`config.mk`:
```
export PLATFORM = sky130hd
export DESIGN_NAME = mie_exec
export DESIGN_NICKNAME = d
export VERILOG_FILES = /design/src/design/mie_pkg.sv /design/src/design/mie_exec.sv
export VERILOG_INCLUDE_DIRS = /design/src /design/src/design
export SDC_FILE = /design/constraint.sdc
export NUM_CORES = 1
export LEC_CHECK = 0
export BUFFER_PORTS_ARGS = -buffer_cell sky130_fd_sc_hd__buf_2
export CAP_MARGIN = 25
export CORE_UTILIZATION = 31
export CTS_BUF_LIST = sky130_fd_sc_hd__clkbuf_4 sky130_fd_sc_hd__clkbuf_8
export DETAILED_ROUTE_END_ITERATION = 7
export GPL_ROUTABILITY_DRIVEN = 0
export PLACE_DENSITY = 0.45
export SLEW_MARGIN = 20
export SYNTH_ARGS = -nofsm -noshare
export SYNTH_HDL_FRONTEND = slang
export SYNTH_SLANG_ARGS = --single-unit
```
`constraint.sdc`:
```
create_clock -name clock -period 8.6 [get_ports clock]
set_input_delay 1.72 -clock clock [delete_from_list [all_inputs] [get_ports clock]]
set_output_delay 1.72 -clock clock [all_outputs]
set_load 0.02 [all_outputs]
```
`src/design/mie_defs.svh`:
```
`ifndef MIE_DEFS_SVH
`define MIE_DEFS_SVH

// ****************************************
// Reset values and constants
// ****************************************
`define MIE_ACC_RST 8'h00
`define MIE_PC_RST 15'h0000
`define MIE_ZERO8 8'h00
`define MIE_ONE8 8'h01
`define MIE_PC_ONE 15'h0001
`define MIE_PC_TWO 15'h0002

// ****************************************
// Field positions of the program counter
// ****************************************
`define MIE_PC_LO_MSB 7
`define MIE_PC_HI_MSB 14
`define MIE_PCH_MSB 6

// ****************************************
// Default sizes
// ****************************************
`define MIE_STACK_DEPTH 16
`define MIE_WDT_WIDTH 8
`define MIE_PRESCALE_WIDTH 8

`endif

```
`src/design/mie_pkg.sv`:
```
package mie_pkg;

  // ****************************************
  // Operation codes of the executed subset
  // ****************************************
  typedef enum logic [2:0] {
    MIE_OP_NOP,
    MIE_OP_KICK_WATCHDOG,
    MIE_OP_INDIRECT_CALL,
    MIE_OP_INVERT_REG,
    MIE_OP_ZERO_REG,
    MIE_OP_ZERO_ACCUM,
    MIE_OP_REG_MINUS_ONE,
    MIE_OP_DEC_SKIP_ZERO
  } mie_opcode_e;

  // Sequencer states
  typedef enum logic {
    MIE_ST_RUN,
    MIE_ST_SECOND
  } mie_state_e;

  // One issued operation
  typedef struct packed {
    mie_opcode_e code;
    logic dest_file;
    logic [6:0] file_addr;
  } mie_op_s;

  // Status flags
  typedef struct packed {
    logic null_result_flag;
    logic timeout_flag_n;
    logic powerdown_flag;
  } mie_flags_s;

endpackage : mie_pkg

```
`src/design/mie_exec.sv`:
```
`timescale 1ns/100ps
`default_nettype none
`include "mie_defs.svh"

module mie_exec #(
  parameter int STACK_DEPTH = `MIE_STACK_DEPTH,
  parameter int WDT_WIDTH = `MIE_WDT_WIDTH,
  parameter int PRESCALE_WIDTH = `MIE_PRESCALE_WIDTH
) (
  input wire logic clock,
  input wire logic reset_n,
  input wire logic op_valid,
  input wire mie_pkg::mie_op_s op,
  input wire logic [6:0] pc_high_latch,
  input wire logic [6:0] file_rd_addr,
  output logic op_ready,
  output logic [14:0] pc,
  output logic [7:0] accumulator_reg,
  output var mie_pkg::mie_flags_s flags,
  output logic [14:0] stack_head,
  output logic [WDT_WIDTH-1:0] watchdog_count,
  output logic [PRESCALE_WIDTH-1:0] prescaler,
  output logic [7:0] file_rd_data
);

  // ****************************************
  // Storage
  // ****************************************
  localparam int SP_W = (STACK_DEPTH > 1) ? $clog2(STACK_DEPTH) : 1;

  logic [7:0] file_mem [0:127]; // File registers
  logic [14:0] stack_mem [0:STACK_DEPTH-1]; // Return stack
  logic [SP_W-1:0] stack_ptr; // Next free slot, wraps on overflow
  mie_pkg::mie_state_e state; // Sequencer state

  // ****************************************
  // Decode
  // ****************************************
  logic accept; // Operation taken this cycle
  logic [7:0] operand; // Addressed file register
  logic [7:0] result; // Eight-bit operation result
  logic write_acc; // Result goes to accumulator
  logic write_file; // Result goes to file register
  logic touch_zero; // Zero flag is updated
  logic skip_taken; // Next instruction becomes a no-operation

  // Operation with a destination select bit
  function automatic logic has_dest(input mie_pkg::mie_opcode_e c);
    has_dest = (c == mie_pkg::MIE_OP_INVERT_REG) || (c == mie_pkg::MIE_OP_REG_MINUS_ONE) ||
               (c == mie_pkg::MIE_OP_DEC_SKIP_ZERO);
  endfunction : has_dest

  assign accept = op_valid && op_ready;
  assign operand = file_mem[op.file_addr];

  // Result and routing of each operation
  always_comb begin
    result = `MIE_ZERO8;
    touch_zero = 1'b0;
    skip_taken = 1'b0;
    case (op.code)
      mie_pkg::MIE_OP_INVERT_REG: begin
        result = ~operand;
        touch_zero = 1'b1;
      end
      mie_pkg::MIE_OP_ZERO_REG: begin
        result = `MIE_ZERO8;
        touch_zero = 1'b1;
      end
      mie_pkg::MIE_OP_ZERO_ACCUM: begin
        result = `MIE_ZERO8;
        touch_zero = 1'b1;
      end
      mie_pkg::MIE_OP_REG_MINUS_ONE: begin
        result = operand - `MIE_ONE8;
        touch_zero = 1'b1;
      end
      mie_pkg::MIE_OP_DEC_SKIP_ZERO: begin
        result = operand - `MIE_ONE8;
        skip_taken = (result == `MIE_ZERO8);
      end
      default: begin
        result = `MIE_ZERO8;
      end
    endcase
    // Destination select routes results of routed operations
    write_acc = accept && ((has_dest(op.code) && !op.dest_file) ||
                op.code == mie_pkg::MIE_OP_ZERO_ACCUM);
    write_file = accept && ((has_dest(op.code) && op.dest_file) ||
                 op.code == mie_pkg::MIE_OP_ZERO_REG);
  end

  // ****************************************
  // Sequencer
  // ****************************************
  // Two-cycle operations hold off the next issue for one cycle
  always_ff @(posedge clock or negedge reset_n) begin
    if (!reset_n) begin
      state <= mie_pkg::MIE_ST_RUN;
      op_ready <= 1'b1;
    end else begin
      case (state)
        mie_pkg::MIE_ST_RUN: begin
          if (accept && (op.code == mie_pkg::MIE_OP_INDIRECT_CALL || skip_taken)) begin
            state <= mie_pkg::MIE_ST_SECOND;
            op_ready <= 1'b0;
          end
        end
        mie_pkg::MIE_ST_SECOND: begin
          state <= mie_pkg::MIE_ST_RUN;
          op_ready <= 1'b1;
        end
        default: begin
          state <= mie_pkg::MIE_ST_RUN;
          op_ready <= 1'b1;
        end
      endcase
    end
  end

  // ****************************************
  // Program counter and return stack
  // ****************************************
  always_ff @(posedge clock or negedge reset_n) begin
    if (!reset_n) begin
      pc <= `MIE_PC_RST;
    end else if (accept) begin
      if (op.code == mie_pkg::MIE_OP_INDIRECT_CALL) begin
        pc <= {pc_high_latch[`MIE_PCH_MSB:0], accumulator_reg};
      end else if (skip_taken) begin
        pc <= pc + `MIE_PC_TWO;
      end else begin
        pc <= pc + `MIE_PC_ONE;
      end
    end
  end

  // Push of the return address
  always_ff @(posedge clock or negedge reset_n) begin
    if (!reset_n) begin
      stack_ptr <= '0;
      stack_head <= `MIE_PC_RST;
    end else if (accept && op.code == mie_pkg::MIE_OP_INDIRECT_CALL) begin
      stack_ptr <= stack_ptr + 1'b1;
      stack_head <= pc + `MIE_PC_ONE;
    end
  end

  // Stack body, no reset needed
  always_ff @(posedge clock) begin
    if (accept && op.code == mie_pkg::MIE_OP_INDIRECT_CALL) begin
      stack_mem[stack_ptr] <= pc + `MIE_PC_ONE;
    end
  end

  // ****************************************
  // Accumulator and file registers
  // ****************************************
  always_ff @(posedge clock or negedge reset_n) begin
    if (!reset_n) begin
      accumulator_reg <= `MIE_ACC_RST;
    end else if (write_acc) begin
      accumulator_reg <= result;
    end
  end

  // File registers, with a registered read port for observation
  always_ff @(posedge clock) begin
    if (write_file) begin
      file_mem[op.file_addr] <= result;
    end
  end

  always_ff @(posedge clock or negedge reset_n) begin
    if (!reset_n) begin
      file_rd_data <= `MIE_ZERO8;
    end else begin
      file_rd_data <= file_mem[file_rd_addr];
    end
  end

  // ****************************************
  // Status flags
  // ****************************************
  // Calls and skips leave flags alone; only listed operations touch them
  always_ff @(posedge clock or negedge reset_n) begin
    if (!reset_n) begin
      flags <= '{null_result_flag: 1'b0, timeout_flag_n: 1'b1, powerdown_flag: 1'b1};
    end else if (accept) begin
      if (touch_zero) begin
        flags.null_result_flag <= (result == `MIE_ZERO8);
      end
      if (op.code == mie_pkg::MIE_OP_KICK_WATCHDOG) begin
        flags.timeout_flag_n <= 1'b1;
        flags.powerdown_flag <= 1'b1;
      end
    end
  end

  // ****************************************
  // Watchdog
  // ****************************************
  // Prescaler counts every clock except a kick, which clears both; the count steps when it wraps
  always_ff @(posedge clock or negedge reset_n) begin
    if (!reset_n) begin
      prescaler <= '0;
      watchdog_count <= '0;
    end else if (accept && op.code == mie_pkg::MIE_OP_KICK_WATCHDOG) begin
      prescaler <= '0;
      watchdog_count <= '0;
    end else begin
      prescaler <= prescaler + 1'b1;
      if (&prescaler) begin
        watchdog_count <= watchdog_count + 1'b1;
      end
    end
  end

  logic is_kick, is_call, is_inv, is_dec;
  assign is_kick = accept && op.code == mie_pkg::MIE_OP_KICK_WATCHDOG;
  assign is_call = accept && op.code == mie_pkg::MIE_OP_INDIRECT_CALL;
  assign is_inv = accept && op.code == mie_pkg::MIE_OP_INVERT_REG;
  assign is_dec = accept && op.code == mie_pkg::MIE_OP_REG_MINUS_ONE;
endmodule : mie_exec
`default_nettype wire

```
==> summary.txt, run 1 <==
Run status
  • Status: complete, no violations

Synth
  • Cells after synthesis: between 3,000 and 4,000
  • Ys flop type: edfxtp_1
  • Yosys reg bits: between 1,000 and 1,500
  • Post-synth EDFFs: around 1,000
  • Post-synthesis cell type count: roughly 110
  • Post-synthesis sequential area ratio: approximately three fifths
  • Mapped cell area: around 52,000 um2
  • Mapped Avg Cell Area: about 17 um2
  • Ys async rst share: ~6.0%
  • Synth warn: 0

Setup path
  • CP delay by family, top: compound AO/OA/AOI/OAI gates
  • CP max stage delay: 0.79 ns
  • Worst Setup SP: op[2]
  • CP bufs+invs: 3
  • CP required: 9.23 ns
  • Kind of end point of the critical path: flip-flop
  • WS Path Type: in2reg
  • Startpoint of the worst register-to-register path: file_mem[46][3]$_DFFE_PP_
  • CP cell instances: buf_8, buf_4, mux2i_1, a22oi_1, a31oi_1, nor4_1, o2111ai_1, a211oi_2, nor3_2, and3b_1, or3_1, a21oi_4, buf_4
  • Max FO, Critical Path: 70
  • Max stage delay cell, worst path: nor4_1
  • Crit path DAT: approximately 7.5 ns
  • Reg2reg path depth: 11
  • CP most frequent cell: buf_4
  • Crit start category: primary input
  • WP depth: 13

Clocking
  • Clock slew at reported path FFs: approximately 0.05 ns
  • CTS resizes: 0
  • Num CTS Buffers: 186
  • Clk_lat worst skew: a little under 1 ns
  • Clk sinks: roughly 1,100
  • Depth of the CTS H-tree: 4
  • CTS Root Cell: clkbuf_8
  • CTS tree: yes
  • Hold buffer count at CTS: 0
  • Post-CTS setup buffer count: 0
  • Deepest clock path buffer count: 3

Hold path
  • Hold Crit Depth: 1
  • Hold Startpoint: state$_DFF_PN0_
  • Worst hold path class: reg2reg

Floorplan
  • I/O Pins: 94
  • Die area: around 170,000 um2
  • Cell Rows: 150
  • DIE WIDTH: 413 um
  • Initial core utilization: a little under a third
  • Core area: between 150,000 and 200,000 um2
  • Chip height: 413 um

Final layout
  • Max reg flops: ~1,000
  • Biggest register: file_mem
  • Sequential cell area: between 30,000 and 40,000 um2
  • Multi-input gate area: 18,500 um2
  • Top flop regs: file_mem: 1024 flops, pc: 15 flops, stack_head: 15 flops
  • Finished Layout Cells: about 5,700
  • Share of cells above drive strength 1: around a third
  • Fill count: 15,700
  • Post-layout net count: around 3,300
  • Syn-to-layout area delta: 14.6%

GRT
  • Grt ovf: 0
  • Largest net degree at the start of global routing: between 100 and 150
  • Global Route Usage Sum: around a quarter
  • First-pass GRT wire length: between 200 and 300 mm
  • Initial antenna violation count: 19
  • Vias in the first global route: 34,200

Route
  • DRT antenna net count: 0
  • Pre-antenna DRT Iters: 6
  • Total Wirelength: slightly above 200 mm
  • Detailed Route Iter0 Violations: about 4,500
  • Vias per cell: roughly 6.0
  • DR WL/cell: 35.9 um
  • DRC Markers: 0
  • Vias after detailed routing: 34,100

Power and ir drop
  • VDD IR max: between 0.15 and 0.2 mV
  • Power density cells: between 200 and 250 nW/um2
  • Pwr Total: about 12 mW
  • Leak: roughly 20 nW

STA
  • Max Clock Freq: about 150 MHz
  • Slew Limit Fails: 0
  • Tmin final: just under 7 ns
  • Tightest Pin Transition: ~1.2 ns
  • Fin crit share: 79.4%
  • Final hold viol count: 0
  • Worst Skew: around 0.06 ns
  • RSZ-0062 raised after global routing: no
  • WHS: between 0.4 and 0.5 ns
  • Setup TNS: 0 ns
  • Setup-failing EPs final: 0
  • Worst slew margin: 22.6%
  • PnR worst setup slack: between 1.5 and 2 ns

Placement
  • Placed cell count: between 5,000 and 6,000
  • Final HPWL DP: approximately 130 mm
  • I/O Buffers: 91
  • DP Worst Slack: ~0.95 ns

Run
  • Max-cap violations: 0
## cell families after synthesis
logic type      synth area share (%)
flops                           62.0
mux                             22.7
compound gates                  7.40
simple gates                    4.40
buf+inv                         2.94
xor+xnor                       0.503
fa+ha+maj                      0.144
other cells                  0.00718
## layer usage
layer | up-vias | global-route usage [%] | routed length, um | part of all wire [%]
met3 | 418 | 6.30 | 20400 | 10
met4 | 22 | 8.48 | 7470 | 3.7
met2 | 2154 | 36.7 | 93000 | 46
met1 | 18100 | 32.0 | 82700 | 41
li1 | 13400 | - | - | -
met5 | - | 0 | 156 | 0.077
## cell type report
class / count / share of cell area, %
timing repair buffer: 307 / 3.92
multi-input combinational: 1707 / 30.9
inverter: 20 / 0.127
tap: 2204 / 4.60
clock inverter: 113 / 1.55
sequential: 1089 / 54.1
clock buffer: 223 / 4.78
antenna: 4 / 0.0167
## cell usage after synthesis, types with 27 or more instances
cell	n	area (um2)
edfxtp_1	1024	30700
mux4_2	418	9410
nor2_1	205	769
nand2_1	152	571
mux2i_1	142	1420
clkbuf_1	108	405
a22oi_1	80	601
dfrtp_1	64	1600
a21oi_1	63	315
o21ai_0	58	290
a221oi_1	51	447
mux2_2	51	574
o22ai_1	45	282
buf_2	42	210
buf_1	40	150
nand3_1	37	185
a31oi_1	30	188
buf_4	27	203
## per-stage QoR
step	util, %	area (um2)
final	35.8	59900
after global routing	35.8	59900
after CTS	35.8	59800
after detailed placement	33.5	56000
after global placement	33.4	55800
after floorplan	-	52300
## power breakdown
group	leakage (nW)	internal, mW	switching [mW]
Clock	1.97	2.61	2.30
Sequential	10.3	5.90	0.00159
Combinational	7.48	0.387	0.811
## worst paths after layout
| check | endpoint | slack [ns] |
|---|---|---|
| max | file_mem[85][5]$_DFFE_PP_ | 1.77 |
| max reg2reg | file_mem[85][5]$_DFFE_PP_ | 3.62 |
| min in group asynchronous | file_rd_data[1]$_DFF_PN0_ | 0.81 |
| min | state$_DFF_PN0_ | 0.43 |
| max in group asynchronous | watchdog_count[1]$_DFFE_PN0P_ | 6.82 |
| min reg2reg | state$_DFF_PN0_ | 0.43 |
## cell usage in the layout (no fill, tap or decap), types with 14 or more instances in the layout
cell / n
a221oi_1: 51
a21oi_1: 62
nand2_1: 152
xnor2_1: 14
nand3_1: 37
mux2i_1: 142
clkinv_2: 27
inv_1: 15
a221o_1: 17
edfxtp_1: 1024
clkinv_1: 57
mux4_2: 418
o22ai_1: 45
o221ai_1: 16
clkbuf_8: 191
buf_4: 197
a22oi_1: 80
dfrtp_1: 64
o21ai_0: 57
mux2_2: 51
clkbuf_4: 33
xor2_1: 16
nand4_1: 16
buf_2: 84
buf_12: 14
mux2_1: 23
a22o_1: 23
nor2_2: 19
nor2_1: 182
a31oi_1: 29
Note: power is estimated with default switching activity, not from simulation.
==> run 2: changes to the inputs <==
Settings changed: ABC_AREA set to 1, PLACE_DENSITY 0.45 to 0.47.
Clock period 8.6 ns to 5.55 ns, I/O delays scaled along.
==> summary.txt, run 2 <==
Run status
  • Status: complete, no violations

Route
  • Pre-antenna DRT Iters: 6 (unchanged)
  • DRC Markers: 0 (unchanged)
  • DRT antenna net count: 0 (unchanged)
  • Vias after detailed routing: 48,700 (+43%)
  • Detailed Route Iter0 Violations: 4,865 (+7.5%)
  • Vias per cell: 5.28 (-12%)
  • Total Wirelength: 220 mm (+7.8%)
  • DR WL/cell: 23.8 um (-34%)

Synth
  • Synth warn: 0 (unchanged)
  • Synth top area share: 54.9% (-3.9 points)
  • Mapped Avg Cell Area: 8.56 um2 (-50%)
  • Synth Area in XOR/XNOR: 0.328% (-0.17 points)
  • Mapped cell area: 56,000 um2 (+7.1%)
  • Main combinational cell family by area after synthesis: simple AND/OR/NAND/NOR gates
  • Cells after synthesis: 6,541 (+110%)
  • Post-synthesis sequential area ratio: 57.8% (-4.1 points)
  • Yosys reg bits: 1,089 (unchanged)
  • Ys async rst share: 5.97% (unchanged)
  • Ranking of synthesized cells by area: edfxtp_1 55%, nand2_1 15%, nor2_1 6.5%
  • Post-synthesis compound-gate area fraction: 11.9% (+4.5 points)
  • Post-synthesis adder-cell area fraction: 0.134% (-0.0096 points)
  • Most frequent cell after synthesis: nand2_1
  • Post-synthesis cell type count: 53 (-51%)
  • Post-synth EDFFs: 1,024 (unchanged)
  • Commonest cells in the netlist: 2,295 x nand2_1, 1,024 x edfxtp_1, 963 x nor2_1, 707 x o21ai_0, 286 x inv_1
  • Post-synthesis simple-gate area fraction: 24.4% (+20 points)
  • Area leader, netlist: edfxtp_1
  • Multiplexer share of the synthesized area: 0.0402% (-23 points)
  • Ys flop type: edfxtp_1

Power and ir drop
  • Switching pwr: 6.07 mW (+95%)
  • Switch share: 29.8% (+3.9 points)
  • Pint: 14.3 mW (+61%)
  • Clock Power Share: 37.6% (-3.3 points)
  • Power density cells: 316 nW/um2 (+58%)
  • Pwr Total: 20.4 mW (+70%)
  • Combinational power share: 15.5% (+5.5 points)
  • VDD IR max: 0.169 mV (-5.2%)
  • Leak: 26.0 nW (+32%)
  • Reg power frac: 47.0% (-2.1 points)

Setup path
  • WS Path Type: in2reg
  • CP required: 6.17 ns (-3.06 ns)
  • R2r setup slk: 1.89 ns (-1.73 ns)
  • Crit path DAT: 4.90 ns (-2.57 ns)
  • Worst Setup SP: op[2]
  • Startpoint of the worst register-to-register path: file_mem[19][1]$_DFFE_PP_
  • Max FO, Critical Path: 60 (-14%)
  • Kind of end point of the critical path: flip-flop
  • CP max stage delay: 0.60 ns (-0.19 ns)
  • Reg2reg path depth: 23 (+12)
  • Max stage delay cell, worst path: buf_4
  • Crit start category: primary input
  • CP cell instances: buf_4, clkinv_2, buf_4, nor2_4, buf_12, nand3_1, nand2_1, nor2_1, nor2_1, nor2_1, nand2_1, nand2_1, nand2_1, nor2_4, nand2_1, nor2_1, nand3_1, nand2_2, nand2_1, o21ai_4, buf_4
  • Reg-to-Reg End: pc[2]$_DFFE_PN0P_
  • CP most frequent cell: nand2_1

Clocking
  • CTS resizes: 0 (unchanged)
  • Hold buffer count at CTS: 0 (unchanged)
  • Post-CTS setup buffer count: 0 (unchanged)
  • CTS tree: yes
  • Depth of the CTS H-tree: 4 (unchanged)
  • Deepest clock path buffer count: 3 (unchanged)
  • Clock slew at reported path FFs: 0.07 ns (+0.02 ns)
  • Num CTS Buffers: 196 (+5.4%)
  • Clk sinks: 1,089 (unchanged)
  • CTS Root Cell: clkbuf_8
  • Clk_lat worst skew: 0.96 ns (-0.02 ns)

STA
  • Worst slew margin: 29.5% (+6.8 points)
  • Tmin final: between 4 and 5 ns
  • RSZ-0062 raised after global routing: no
  • Setup TNS: 0 ns (unchanged)
  • Final hold viol count: 0 (unchanged)
  • Tightest Pin Transition: 1.05 ns (-0.106 ns)
  • Max Clock Freq: approximately 230 MHz
  • Setup-failing EPs final: 0 (unchanged)
  • Slew Limit Fails: 0 (unchanged)
  • WHS: 0.237 ns (-0.192 ns)
  • PnR worst setup slack: 1.27 ns (-0.494 ns)
  • Fin crit share: 77.0%
  • Worst Skew: 0.0622 ns (+0.00184 ns)

GRT
  • Largest net degree at the start of global routing: 131 (+0.77%)
  • Grt ovf: 0 (unchanged)
  • Vias in the first global route: 46,400 (+36%)
  • Initial antenna violation count: 9 (-10)
  • First-pass GRT wire length: 318 mm (+13%)
  • Global Route Usage Sum: 23.7% (-0.031 points)

Final layout
  • Finished Layout Cells: 9,222 (+63%)
  • Biggest register: file_mem
  • Top flop regs: file_mem: 1024 flops, pc: 15 flops, stack_head: 15 flops
  • Most frequent cells in the layout: 2,291 x nand2_1, 1,024 x edfxtp_1, 948 x nor2_1, 706 x o21ai_0, 282 x inv_1
  • Share of cells above drive strength 1: 11.2% (-21 points)
  • Post-layout net count: 6,733 (+100%)
  • Max reg flops: 1,024 (unchanged)
  • Syn-to-layout area delta: 15.1%
  • Most common cell after layout, fill and taps aside: nand2_1

Hold path
  • Worst hold path class: in2async

Placement
  • DP Worst Slack: 0.391 ns (-0.562 ns)
  • Placed cell count: 8,849 (+66%)
  • Final HPWL DP: 140 mm (+5.5%)
  • I/O Buffers: 91 (unchanged)

Floorplan
  • Chip height: 427 um (+3.5%)
  • Die area: 182,000 um2 (+7.1%)
  • Cell Rows: 155 (+3.3%)
  • Initial core utilization: 31.3% (about the same)
  • DIE WIDTH: 427 um (+3.5%)
  • I/O Pins: 94 (unchanged)
  • Core area: 179,000 um2 (+7.0%)

Run
  • Max-cap violations: 0 (unchanged)
run 2: cell count changes after synthesis, sizes merged, moves of 68 or more:
cell | previous run | this run
nand3 | 38 | 156
clkbuf | 111 | 272
mux2i | 142 | 0
a22oi | 80 | 12
mux4 | 424 | 0
o21ai | 69 | 732
nand2 | 154 | 2301
o22ai | 45 | 185
nor2 | 205 | 973
inv | 19 | 294
mux2 | 75 | 2
run 2: power by group through the flow:
stage / Combinational (mW) / Clock, mW / Sequential, mW
finish: 3.15 / 7.65 / 9.56
global route: 3.43 / 8.14 / 9.58
global placement: 3.12 / 0 / 9.73
detailed placement: 3.13 / 0 / 9.73
CTS: 3.14 / 7.81 / 9.56
floorplan: 1.61 / 0 / 9.92
run 2: logic make-up after synthesis:
kind of cell / after synthesis
adder cells (fa/ha/maj): 6
flip-flops: 1089
XOR/XNOR: 21
other: 1
AND/OR/NAND/NOR: 3514
buffers and inverters: 723
multiplexers: 2
AO/OA/AOI/OAI: 1185
run 2: cell type report:
class / instances / area [um2]
Antenna cell: 6 / 15.0
Clock buffer: 255 / 3180
Clock inverter: 105 / 667
Fill cell: 18200 / 115000
Inverter: 299 / 1150
Multi-Input combinational cell: 4730 / 20800
Sequential cell: 1089 / 32400
Tap cell: 2355 / 2950
Timing Repair Buffer: 383 / 3360
run 2: how the worst max path moves through the flow:
| stage | endpoint | slack (ns) | cells past startpoint |
|---|---|---|---|
| final | file_mem[50][5]$_DFFE_PP_ | 1.27 | 21 |
| after global placement | pc[2]$_DFFE_PN0P_ | 0.40 | 28 |
| after detailed placement | pc[2]$_DFFE_PN0P_ | 0.39 | 26 |
| after CTS | op_ready$_DFFE_PN1P_ | 1.42 | 28 |
| after floorplan | file_mem[0][2]$_DFFE_PP_ | 0.26 | 21 |
| after global routing | pc[2]$_DFFE_PN0P_ | 1.06 | 28 |
run 2: per-stage QoR:
step / cell area [um2] / utilization, %
2_1_floorplan: 56000 / -
5_1_grt: 64400 / 36.0
4_1_cts: 64400 / 36.0
3_3_place_gp: 60400 / 33.7
6_report: 64500 / 36.0
3_5_place_dp: 60500 / 33.8
run 2: metal layers:
metal	global-route usage (%)	routed length (um)
met5	0	41
met4	10.0	8980
met3	4.06	15700
met2	38.4	102000
met1	31.1	93200
run 2: critical path, delay by kind of cell:
kind,cells,cell delay (ns)
simple gates,15,1.94
buf+inv,5,1.59
compound gates,1,0.12
